`config.mk`:
```
export PLATFORM = sky130hd
export DESIGN_NAME = ppmc_top
export DESIGN_NICKNAME = d
export VERILOG_FILES = /design/src/rtl/ppmc_top.v /design/src/rtl/ppmc_pad_port.v
export VERILOG_INCLUDE_DIRS = /design/src /design/src/rtl
export SDC_FILE = /design/constraint.sdc
export NUM_CORES = 1
export LEC_CHECK = 0
export BUFFER_PORTS_ARGS = -buffer_cell sky130_fd_sc_hd__buf_4
export CAP_MARGIN = 20
export CORE_AREA = 2 2 223 225
export DETAILED_ROUTE_END_ITERATION = 8
export DIE_AREA = 0 0 225 227
export GPL_TIMING_DRIVEN = 1
export PLACE_DENSITY_LB_ADDON = 0.25
export SYNTH_ARGS = -nofsm -noshare
export SYNTH_HDL_FRONTEND = slang
export SYNTH_SLANG_ARGS = --single-unit
```
`constraint.sdc`:
```
create_clock -name CLOCK -period 6.09 [get_ports CLOCK]
set_input_delay 0.9135 -clock CLOCK [delete_from_list [all_inputs] [get_ports CLOCK]]
set_output_delay 0.9135 -clock CLOCK [all_outputs]
set_load 0.01 [all_outputs]
```
`src/rtl/ppmc_defines.vh`:
```
// Purpose: Shared constants for the port pad mode control block.
// Assumes: 16-bit register bus, extended register space selected by a flag.
// Notes: Definitions only; included by bare name.
`ifndef PPMC_DEFINES_VH
`define PPMC_DEFINES_VH

// Bus widths
`define PPMC_AW 16
`define PPMC_DW 16

// Full addresses in the extended register space
`define PPMC_ADDR_THR 16'hf1c4
`define PPMC_ADDR_OD2 16'hf1c2
`define PPMC_ADDR_OD3 16'hf1c6
`define PPMC_ADDR_OD4 16'hf1ca
`define PPMC_ADDR_OD6 16'hf1ce
`define PPMC_ADDR_OD7 16'hf1d2
`define PPMC_ADDR_OD8 16'hf1d6

// Short address form: upper byte zero, full address is base plus twice the short value
`define PPMC_SHORT_PAGE 8'h00
`define PPMC_SHORT_BASE 4'hf
`define PPMC_SHORT_PAD 3'h0

// Threshold select field positions
`define PPMC_THR_P2L 0
`define PPMC_THR_P2H 1
`define PPMC_THR_P3L 2
`define PPMC_THR_P3H 3
`define PPMC_THR_P4L 4
`define PPMC_THR_P7L 5
`define PPMC_THR_P8L 6
`define PPMC_THR_MASK 16'h007f

// Reset values
`define PPMC_THR_RST 16'h0000
`define PPMC_OD16_RST 16'h0000
`define PPMC_OD8_RST 8'h00
`define PPMC_RD_IDLE 16'h0000
`define PPMC_BYTE_ZERO 8'h00

`endif

```
`src/rtl/ppmc_top.v`:
```
// Purpose: Open-drain and input threshold mode control for ports 2,3,4,6,7,8.
// Assumes: Register bus on CLOCK; EXT_SPACE high selects the extended register space.
// Notes: Short addresses are upper byte zero; the full address is base plus twice the value.
`timescale 1ns/1ps
`include "ppmc_defines.vh"

// What this block does
// - Every open-drain bit clears at reset, so lines start push-pull.
// - An open-drain bit at one puts that line's driver in open-drain mode.
// - In open-drain mode the high-side driver stays off at all times.
// - Open-drain line with latch at one turns low side off too; pin floats.
// - One open-drain bit per line for ports 2, 3, 4, 6, 7 and 8.
// - Open-drain registers live only in the extended register space.
// - Threshold select per byte: one bit for 8-bit ports 4, 7 and 8, two for 16-bit; port 6 has none.
// - Low-byte select: zero gives TTL levels on pins 7..0, one gives hysteresis.
// - High-byte select: zero gives TTL levels on pins 15..8, one gives hysteresis.
// - Threshold register answers at 0xF1C4 and at short address E2h.
// - Direction and open-drain control work regardless of threshold setting.
module ppmc_top (
	input wire CLOCK,
	input wire SRST,
	input wire [`PPMC_AW-1:0] ADDR,
	input wire [`PPMC_DW-1:0] WDATA,
	input wire WR,
	input wire RD,
	input wire EXT_SPACE,
	output reg [`PPMC_DW-1:0] RDATA,
	input wire [15:0] P2_LATCH,
	input wire [15:0] P2_DIR,
	input wire [15:0] P2_PAD_IN,
	output wire [15:0] P2_HI_EN,
	output wire [15:0] P2_LO_EN,
	output wire [15:0] P2_OE_N,
	output wire [15:0] P2_PAD_OUT,
	output wire [15:0] P2_DIN,
	output wire [1:0] P2_HYST,
	input wire [15:0] P3_LATCH,
	input wire [15:0] P3_DIR,
	input wire [15:0] P3_PAD_IN,
	output wire [15:0] P3_HI_EN,
	output wire [15:0] P3_LO_EN,
	output wire [15:0] P3_OE_N,
	output wire [15:0] P3_PAD_OUT,
	output wire [15:0] P3_DIN,
	output wire [1:0] P3_HYST,
	input wire [7:0] P4_LATCH,
	input wire [7:0] P4_DIR,
	input wire [7:0] P4_PAD_IN,
	output wire [7:0] P4_HI_EN,
	output wire [7:0] P4_LO_EN,
	output wire [7:0] P4_OE_N,
	output wire [7:0] P4_PAD_OUT,
	output wire [7:0] P4_DIN,
	output wire P4_HYST,
	input wire [7:0] P6_LATCH,
	input wire [7:0] P6_DIR,
	input wire [7:0] P6_PAD_IN,
	output wire [7:0] P6_HI_EN,
	output wire [7:0] P6_LO_EN,
	output wire [7:0] P6_OE_N,
	output wire [7:0] P6_PAD_OUT,
	output wire [7:0] P6_DIN,
	input wire [7:0] P7_LATCH,
	input wire [7:0] P7_DIR,
	input wire [7:0] P7_PAD_IN,
	output wire [7:0] P7_HI_EN,
	output wire [7:0] P7_LO_EN,
	output wire [7:0] P7_OE_N,
	output wire [7:0] P7_PAD_OUT,
	output wire [7:0] P7_DIN,
	output wire P7_HYST,
	input wire [7:0] P8_LATCH,
	input wire [7:0] P8_DIR,
	input wire [7:0] P8_PAD_IN,
	output wire [7:0] P8_HI_EN,
	output wire [7:0] P8_LO_EN,
	output wire [7:0] P8_OE_N,
	output wire [7:0] P8_PAD_OUT,
	output wire [7:0] P8_DIN,
	output wire P8_HYST
);

////////////////////////////////////////////////////////////////////////////////
// Control registers
reg [15:0] od2_ff;
reg [15:0] od3_ff;
reg [7:0] od4_ff;
reg [7:0] od6_ff;
reg [7:0] od7_ff;
reg [7:0] od8_ff;
reg [15:0] thr_ff;
reg [`PPMC_DW-1:0] nxt_rdata;
wire [`PPMC_AW-1:0] eff_addr;
wire short_form;
wire wr_ok;
wire hit_od2;
wire hit_od3;
wire hit_od4;
wire hit_od6;
wire hit_od7;
wire hit_od8;
wire hit_thr;

////////////////////////////////////////////////////////////////////////////////
// Address normalisation: short form maps onto the same full address
assign short_form = (ADDR[15:8] == `PPMC_SHORT_PAGE);
assign eff_addr = short_form ? {`PPMC_SHORT_BASE, `PPMC_SHORT_PAD, ADDR[7:0], 1'b0} :
	ADDR;
// Only the extended space carries these registers
assign wr_ok = WR & EXT_SPACE;
// Register hits on the normalised address
assign hit_od2 = (eff_addr == `PPMC_ADDR_OD2);
assign hit_od3 = (eff_addr == `PPMC_ADDR_OD3);
assign hit_od4 = (eff_addr == `PPMC_ADDR_OD4);
assign hit_od6 = (eff_addr == `PPMC_ADDR_OD6);
assign hit_od7 = (eff_addr == `PPMC_ADDR_OD7);
assign hit_od8 = (eff_addr == `PPMC_ADDR_OD8);
assign hit_thr = (eff_addr == `PPMC_ADDR_THR);

////////////////////////////////////////////////////////////////////////////////
// Register writes; each register takes the bus only on its own hit,
// so a write to an unmapped address changes nothing
// Port 2 open-drain bits
always @(posedge CLOCK)
begin
	if (SRST)
		od2_ff <= `PPMC_OD16_RST;
	else if (wr_ok && hit_od2)
		od2_ff <= WDATA;
end

// Port 3 open-drain bits
always @(posedge CLOCK)
begin
	if (SRST)
		od3_ff <= `PPMC_OD16_RST;
	else if (wr_ok && hit_od3)
		od3_ff <= WDATA;
end

// Port 4 open-drain bits; only the low byte exists
always @(posedge CLOCK)
begin
	if (SRST)
		od4_ff <= `PPMC_OD8_RST;
	else if (wr_ok && hit_od4)
		od4_ff <= WDATA[7:0];
end

// Port 6 open-drain bits; only the low byte exists
always @(posedge CLOCK)
begin
	if (SRST)
		od6_ff <= `PPMC_OD8_RST;
	else if (wr_ok && hit_od6)
		od6_ff <= WDATA[7:0];
end

// Port 7 open-drain bits; only the low byte exists
always @(posedge CLOCK)
begin
	if (SRST)
		od7_ff <= `PPMC_OD8_RST;
	else if (wr_ok && hit_od7)
		od7_ff <= WDATA[7:0];
end

// Port 8 open-drain bits; only the low byte exists
always @(posedge CLOCK)
begin
	if (SRST)
		od8_ff <= `PPMC_OD8_RST;
	else if (wr_ok && hit_od8)
		od8_ff <= WDATA[7:0];
end

// Threshold selects; masking keeps unused bits at zero so they can never read back one
always @(posedge CLOCK)
begin
	if (SRST)
		thr_ff <= `PPMC_THR_RST;
	else if (wr_ok && hit_thr)
		thr_ff <= WDATA & `PPMC_THR_MASK;
end

////////////////////////////////////////////////////////////////////////////////
// Read mux; narrow registers read zero in the upper byte and unmapped space reads zero
always @*
begin
	nxt_rdata = `PPMC_RD_IDLE;
	if (RD && EXT_SPACE)
	begin
		case (eff_addr)
		`PPMC_ADDR_OD2: nxt_rdata = od2_ff;
		`PPMC_ADDR_OD3: nxt_rdata = od3_ff;
		`PPMC_ADDR_OD4: nxt_rdata = {`PPMC_BYTE_ZERO, od4_ff};
		`PPMC_ADDR_OD6: nxt_rdata = {`PPMC_BYTE_ZERO, od6_ff};
		`PPMC_ADDR_OD7: nxt_rdata = {`PPMC_BYTE_ZERO, od7_ff};
		`PPMC_ADDR_OD8: nxt_rdata = {`PPMC_BYTE_ZERO, od8_ff};
		`PPMC_ADDR_THR: nxt_rdata = thr_ff & `PPMC_THR_MASK;
		default: nxt_rdata = `PPMC_RD_IDLE;
		endcase
	end
end

// Read data stands only in the cycle after the strobe
always @(posedge CLOCK)
begin
	if (SRST)
		RDATA <= `PPMC_RD_IDLE;
	else
		RDATA <= nxt_rdata;
end

////////////////////////////////////////////////////////////////////////////////
// Port 2: 16 lines, two byte threshold selects
ppmc_pad_port #(.W(16), .NB(2)) u_port2 (
	.clk(CLOCK),
	.srst(SRST),
	.latch(P2_LATCH),
	.dir(P2_DIR),
	.od(od2_ff),
	.thr_sel({thr_ff[`PPMC_THR_P2H], thr_ff[`PPMC_THR_P2L]}),
	.pad_in(P2_PAD_IN),
	.hi_en_ff(P2_HI_EN),
	.lo_en_ff(P2_LO_EN),
	.oe_n_ff(P2_OE_N),
	.pad_out_ff(P2_PAD_OUT),
	.din_ff(P2_DIN),
	.thr_ff(P2_HYST)
);

// Port 3: 16 lines, two byte threshold selects
ppmc_pad_port #(.W(16), .NB(2)) u_port3 (
	.clk(CLOCK),
	.srst(SRST),
	.latch(P3_LATCH),
	.dir(P3_DIR),
	.od(od3_ff),
	.thr_sel({thr_ff[`PPMC_THR_P3H], thr_ff[`PPMC_THR_P3L]}),
	.pad_in(P3_PAD_IN),
	.hi_en_ff(P3_HI_EN),
	.lo_en_ff(P3_LO_EN),
	.oe_n_ff(P3_OE_N),
	.pad_out_ff(P3_PAD_OUT),
	.din_ff(P3_DIN),
	.thr_ff(P3_HYST)
);

// Port 4: 8 lines, one threshold select
ppmc_pad_port #(.W(8), .NB(1)) u_port4 (
	.clk(CLOCK),
	.srst(SRST),
	.latch(P4_LATCH),
	.dir(P4_DIR),
	.od(od4_ff),
	.thr_sel(thr_ff[`PPMC_THR_P4L]),
	.pad_in(P4_PAD_IN),
	.hi_en_ff(P4_HI_EN),
	.lo_en_ff(P4_LO_EN),
	.oe_n_ff(P4_OE_N),
	.pad_out_ff(P4_PAD_OUT),
	.din_ff(P4_DIN),
	.thr_ff(P4_HYST)
);

// Port 6: 8 lines, open-drain only; it has no threshold choice
ppmc_pad_port #(.W(8), .NB(1)) u_port6 (
	.clk(CLOCK),
	.srst(SRST),
	.latch(P6_LATCH),
	.dir(P6_DIR),
	.od(od6_ff),
	.thr_sel(1'b0),
	.pad_in(P6_PAD_IN),
	.hi_en_ff(P6_HI_EN),
	.lo_en_ff(P6_LO_EN),
	.oe_n_ff(P6_OE_N),
	.pad_out_ff(P6_PAD_OUT),
	.din_ff(P6_DIN),
	.thr_ff()
);

// Port 7: 8 lines, one threshold select
ppmc_pad_port #(.W(8), .NB(1)) u_port7 (
	.clk(CLOCK),
	.srst(SRST),
	.latch(P7_LATCH),
	.dir(P7_DIR),
	.od(od7_ff),
	.thr_sel(thr_ff[`PPMC_THR_P7L]),
	.pad_in(P7_PAD_IN),
	.hi_en_ff(P7_HI_EN),
	.lo_en_ff(P7_LO_EN),
	.oe_n_ff(P7_OE_N),
	.pad_out_ff(P7_PAD_OUT),
	.din_ff(P7_DIN),
	.thr_ff(P7_HYST)
);

// Port 8: 8 lines, one threshold select
ppmc_pad_port #(.W(8), .NB(1)) u_port8 (
	.clk(CLOCK),
	.srst(SRST),
	.latch(P8_LATCH),
	.dir(P8_DIR),
	.od(od8_ff),
	.thr_sel(thr_ff[`PPMC_THR_P8L]),
	.pad_in(P8_PAD_IN),
	.hi_en_ff(P8_HI_EN),
	.lo_en_ff(P8_LO_EN),
	.oe_n_ff(P8_OE_N),
	.pad_out_ff(P8_PAD_OUT),
	.din_ff(P8_DIN),
	.thr_ff(P8_HYST)
);

endmodule // ppmc_top

```
`src/rtl/ppmc_pad_port.v`:
```
// Purpose: Output driver and input conditioning for one parallel port.
// Assumes: Latch, direction and mode inputs come from logic on the same clock.
// Notes: All outputs are registered, so pad controls lag their sources by one cycle.
`timescale 1ns/1ps
module ppmc_pad_port #(
	parameter W = 8,
	parameter NB = 1
) (
	input wire clk,
	input wire srst,
	input wire [W-1:0] latch,
	input wire [W-1:0] dir,
	input wire [W-1:0] od,
	input wire [NB-1:0] thr_sel,
	input wire [W-1:0] pad_in,
	output reg [W-1:0] hi_en_ff,
	output reg [W-1:0] lo_en_ff,
	output reg [W-1:0] oe_n_ff,
	output reg [W-1:0] pad_out_ff,
	output reg [W-1:0] din_ff,
	output reg [NB-1:0] thr_ff
);

reg [W-1:0] sync1_ff;
wire [W-1:0] nxt_hi_en;
wire [W-1:0] nxt_lo_en;

////////////////////////////////////////////////////////////////////////////////
// Driver decode; direction and mode work whatever the threshold select is
assign nxt_hi_en = dir & ~od & latch;
assign nxt_lo_en = dir & ~latch;

////////////////////////////////////////////////////////////////////////////////
// Registered pad controls; reset leaves every driver off
always @(posedge clk)
begin
	if (srst)
	begin
		hi_en_ff <= {W{1'b0}};
		lo_en_ff <= {W{1'b0}};
		oe_n_ff <= {W{1'b1}};
		pad_out_ff <= {W{1'b0}};
		thr_ff <= {NB{1'b0}};
	end
	else
	begin
		hi_en_ff <= nxt_hi_en;
		lo_en_ff <= nxt_lo_en;
		oe_n_ff <= ~(nxt_hi_en | nxt_lo_en); // Released pin reads as undriven
		pad_out_ff <= nxt_hi_en; // Low whenever only the low side may act
		thr_ff <= thr_sel;
	end
end

////////////////////////////////////////////////////////////////////////////////
// Two-stage synchroniser for pin levels; first stage feeds only the second
always @(posedge clk)
begin
	if (srst)
	begin
		sync1_ff <= {W{1'b0}};
		din_ff <= {W{1'b0}};
	end
	else
	begin
		sync1_ff <= pad_in;
		din_ff <= sync1_ff;
	end
end

endmodule // ppmc_pad_port

```
==> results of run 1 <==
## worst paths after layout
kind         slack [ns]                  from  cells after the start                  to
max                2.50               ADDR[9]                      6           od8_ff[3]
min                0.43  u_port3.sync1_ff[12]                      1  u_port3.din_ff[12]
max reg2reg        4.72             od8_ff[5]                      5            RDATA[5]
min reg2reg        0.43  u_port3.sync1_ff[12]                      1  u_port3.din_ff[12]
## registers in the layout, indices dropped and copies added, names as in the netlist, 16 cells and up
register / cells
RDATA: 16
od2_ff: 16
od3_ff: 16
u_port2.din_ff: 16
u_port2.hi_en_ff: 16
u_port2.lo_en_ff: 16
u_port2.oe_n_ff: 16
u_port2.sync1_ff: 16
u_port3.din_ff: 16
u_port3.hi_en_ff: 16
u_port3.lo_en_ff: 16
u_port3.oe_n_ff: 16
u_port3.sync1_ff: 16
## area by class of cell
cell class | count | area, µm² | area share, %
clock buffers | 63 | 1270 | 6.59
clock inverters | 13 | 148 | 0.764
inverters | 4 | 15.0 | 0.0777
multi-input cells | 693 | 4500 | 23.3
flip-flops and latches | 414 | 8290 | 42.9
well taps | 622 | 778 | 4.03
repair buffers | 574 | 4320 | 22.3
## cell usage after synthesis, drive strengths merged, types with 2 or more instances
| master | instances | area share (%) |
|---|---|---|
| a311oi | 10 | 0.74 |
| a222oi | 7 | 0.52 |
| mux2i | 64 | 4.7 |
| nor4 | 3 | 0.25 |
| nor3b | 64 | 3.6 |
| clkbuf | 38 | 1.1 |
| o21ai | 18 | 0.67 |
| and4b | 2 | 0.15 |
| and2 | 3 | 0.14 |
| nand2 | 13 | 0.44 |
| or2 | 3 | 0.14 |
| dfxtp | 414 | 61 |
| nor4bb | 8 | 0.59 |
| a221oi | 2 | 0.31 |
| a211oi | 2 | 0.15 |
| inv | 4 | 0.11 |
| nor2 | 124 | 3.5 |
| nand4 | 5 | 0.28 |
| or4 | 2 | 0.11 |
| and3 | 8 | 0.37 |
| nor3 | 2 | 0.074 |
| nand3 | 24 | 0.89 |
| o211ai | 2 | 0.11 |
| nand2b | 140 | 6.5 |
| a21boi | 8 | 0.45 |
| buf | 74 | 4.0 |
| a21oi | 23 | 0.94 |
| a22oi | 6 | 0.33 |
| nor2b | 135 | 6.3 |
## per-layer routing
| metal | up-vias | GRT usage (%) |
|---|---|---|
| li1 | 5013 | - |
| met1 | 4830 | 19.3 |
| met2 | 428 | 28.7 |
| met3 | 70 | 4.53 |
| met4 | 0 | 5.00 |
| met5 | - | 0 |
## power breakdown
part	leakage [nW]	total (W)	switching [W]	internal [W]
sequential	3.40	0.00284	0.0000323	0.00281
clock	0.706	0.00264	0.00107	0.00158
combinational	4.58	0.000493	0.000220	0.000273
## metrics by stage
stage               instances  hold slack (ns)  power [W]  setup slack (ns)  instance area, µm²
global route             2383            0.441    0.00622              2.38               19300
CTS                      2383            0.434    0.00608              2.67               19300
global placement         2307            0.417    0.00340              2.24               17900
finish                   2383            0.429    0.00598              2.50               19300
floorplan                1223            0.414    0.00311              3.16               13500
detailed placement       2307            0.420    0.00340              2.08               17900
## logic make-up (layout without fill, tap and decap cells)
| family | Yosys count | count (layout) | share of synthesized area, % |
|---|---|---|---|
| flops | 414 | 414 | 61.4 |
| simple gates | 539 | 539 | 23.4 |
| mux | 64 | 64 | 4.75 |
| compound gates | 90 | 90 | 5.20 |
| buf+inv | 116 | 654 | 5.17 |
==> metrics.cfg, run 1 <==
[outcome]
outcome=complete, no violations

[setup_path]
cpMaxStageDelayCell=a221oi_4
worstPathArrival_ns=4.05
cp_max_fo=18
cp_num_buf_inv=1
cp-end-kind=register
max_stage_delay_ns=0.87
path_cells=buf_4 -> nor3_1 -> nand4_1 -> a221oi_4 -> and4b_1 -> mux2i_1
start_kind=input port
worstPathRequired_ns=6.55
crit_family=simple AND/OR/NAND/NOR gates
path_class=input port to register

[clock_tree]
postCtsSetupRepairBufs=0
cts_buffer_depth=3
cts_tree=built
cts_resized=0
clkSinkCount=414
h-tree-depth=2
ctsRootBufferMaster=clkbuf_16
holdBufCountCts=0
clk_latency_ns=0.55
cts_buffers=44
cts.clk_slew.worst_paths_ns=0.06

[sta]
slew_headroom_pct=23.0
setup_violations=0
finalHoldViolCount=0
worstMarginPinSlew_ns=1.14
rsz0062_at_grt=false
min_period_ns=3.59
clock.fmax_ghz=0.279
drv_slew=0
fin_skew_ns=0.0125
period_share_pct=58.9
finalSetupTns_ns=0

[synth]
syn_inst=1223
synth_area_per_cell_um2=11.0
syn_area_um2=13500
ys_seq_area_share_pct=61.4
synth_warnings=0
synthArstFlopShare_pct=0
ys_types=56
synthFlopType=dfxtp_1
synth_edf_count=0
ys_ff_latch=414
syn-num-nets=1452

[finish]
fin_nets=1960
layout_commonest_cell=buf_4
drive_gt1_share_pct=37.4
syn_to_final_growth_pct=43.2
diodes=0
fillers=4775
utilization_pct=39.8
mostFrequentLayoutCells=573 x buf_4, 414 x dfxtp_1, 140 x nand2b_1

[power]
vdd_ir_drop_max_mv=0.166
cellLeakagePower_nw=8.69
power_density_nw_per_um2=309

[global_routing]
grt_pass1_vias=10200
grt_overflow=0
grt_pass1_wl_um=62300
grt_max_degree=138
grt_usage_pct=16.3
antenna_found_initial=0

[route]
wl_met2_um=21700
drtPass1Iterations=6
drc_errors=0
via_count=10300
wl_per_cell_um=18.4
maxUsedRoutingLayer=met4
ant_nets=0
via_per_inst=4.34
drt-met1-wl_um=17700
drt-initial-drc-count=558
drt_wl_total_um=43900
met3_length_um=3340

[worst_hold_path]
min_path_type=register to register

[die]
io_pins=572
die-area_um2=51100
start_util_pct=27.8
die_y_um=227
core_region_area_um2=48500
num_rows=81
die_w_um=225

[job]
drv_cap=0

[place]
portBuffers=571
hpwl_um=33800
place.gp.congestion=0.812

Note: power is estimated with default switching activity, not from simulation.
==> inputs of run 2 (changes only) <==
Clock period 6.09 ns to 3.2 ns, I/O delays scaled along.
==> run 2 against run 1 <==
Net effect: clock power is 110% higher; cell area is 1.8% higher; first-iteration DRC count shrank 2.9%; non-clock buffer count rose by 14; routed wire length rose by 1.2%; power rose by 100%; critical endpoint is now od3_ff[3]; largest power group is now clock.
==> metrics.cfg, run 2 (synthesis gave the netlist of run 1 again) <==
[power]
p_seq_share_pct=45.1
switchingPower_w=0.00263
vdd_ir_drop_max_mv=0.315
cellLeakagePower_nw=8.86
power_density_nw_per_um2=610
power.internal_w=0.00936
comb_power_share_pct=7.9
switching_share_pct=21.9
p_clk_share_pct=46.9

[route]
ant_nets=0
drt_wl_total_um=44400
via_count=10400
drt-initial-drc-count=542
wl_per_cell_um=18.5
drc_errors=0
drtPass1Iterations=7
via_per_inst=4.31

[setup_path]
cp_num_buf_inv=1
cpMaxStageDelayCell=or4_1
cp-end-kind=register
worstPathArrival_ns=2.81
start_kind=input port
cp_max_fo=17
max_stage_delay_ns=0.73
path_cells=buf_4 -> or4_1 -> or4b_4 -> o31ai_4 -> nand2_4 -> mux2i_1
crit_family=simple AND/OR/NAND/NOR gates
worstPathRequired_ns=3.63
path_class=input port to register

[worst_hold_path]
min_path_type=input port to register

[place]
place.gp.congestion=0.806
portBuffers=571
hpwl_um=34800

[job]
drv_cap=0

[die]
die-area_um2=51100
io_pins=572
start_util_pct=27.8
num_rows=81
die_w_um=225
die_y_um=227
core_region_area_um2=48500

[clock_tree]
cts_tree=built
cts_buffer_depth=3
holdBufCountCts=0
cts.clk_slew.worst_paths_ns=0.06
ctsRootBufferMaster=clkbuf_16
cts_resized=0
postCtsSetupRepairBufs=0
cts_buffers=46
h-tree-depth=2
clkSinkCount=414
clk_latency_ns=0.57

[sta]
rsz0062_at_grt=false
clock.fmax_ghz=0.420
period_share_pct=74.3
slew_headroom_pct=40.8
setup_violations=0
drv_slew=0
finalHoldViolCount=0
hold_slack_ns=0.0878
worstMarginPinSlew_ns=0.866
finalSetupTns_ns=0
min_period_ns=2.38
fin_skew_ns=0.0183

[global_routing]
grt_usage_pct=16.6
grt_pass1_wl_um=63500
grt_pass1_vias=10300
antenna_found_initial=1
grt_max_degree=96
grt_overflow=0

[outcome]
outcome=complete, no violations

[finish]
utilization_pct=40.5
drive_gt1_share_pct=38.3
seqCellArea_um2=8290
layout_commonest_cell=buf_4
mostFrequentLayoutCells=585 x buf_4, 414 x dfxtp_1, 140 x nand2b_1
fin_nets=1976
multi_input_area_um2=4500
fillers=4716
syn_to_final_growth_pct=45.8

run 2: final cells by class:
type                       count  share of cell area, %
antenna                        1                 0.0127
clock buffer                  66                   7.00
clock inverter                17                   1.33
inverter                       4                 0.0763
multi-input combinational    693                   22.9
sequential                   414                   42.1
tap                          622                   3.96
timing repair buffer         588                   22.6
run 2: power by group through the flow:
stage / sequential, W / clock (W) / combinational, W
CTS: 0.00542 / 0.00580 / 0.000966
floorplan: 0.00559 / 0 / 0.000315
finish: 0.00541 / 0.00563 / 0.000952
global route: 0.00543 / 0.00601 / 0.00103
detailed placement: 0.00553 / 0 / 0.000964
global placement: 0.00553 / 0 / 0.000956
run 2: per-stage QoR:
| stage | std cells | power [W] | setup slack [ns] | instance area [µm²] |
|---|---|---|---|---|
| 6_report | 2405 | 0.0120 | 0.821 | 19700 |
| 5_1_grt | 2404 | 0.0125 | 0.676 | 19700 |
| 4_1_cts | 2404 | 0.0122 | 0.866 | 19700 |
| 3_5_place_dp | 2321 | 0.00649 | 0.243 | 18000 |
| 3_3_place_gp | 2321 | 0.00648 | 0.290 | 18000 |
| 2_1_floorplan | 1223 | 0.00591 | 0.703 | 13500 |
run 2: metal layers:
layer	vias up	global-route usage (%)	share of wire (%)
met1	4855	19.7	40
met4	0	4.38	1.9
met2	387	29.2	50
met5	-	0	0
met3	57	4.99	7.7
li1	5072	-	-
run 2: final timing paths:
check                                         start                  end  slack [ns]  cells after the start
worst max-delay path                       ADDR[12]            od3_ff[3]        0.82                      6
worst min-delay path                    P4_LATCH[4]  u_port4.lo_en_ff[4]        0.09                      2
worst max register to register            od8_ff[5]             RDATA[5]        1.86                      5
worst min register to register  u_port3.sync1_ff[3]    u_port3.din_ff[3]        0.43                      1
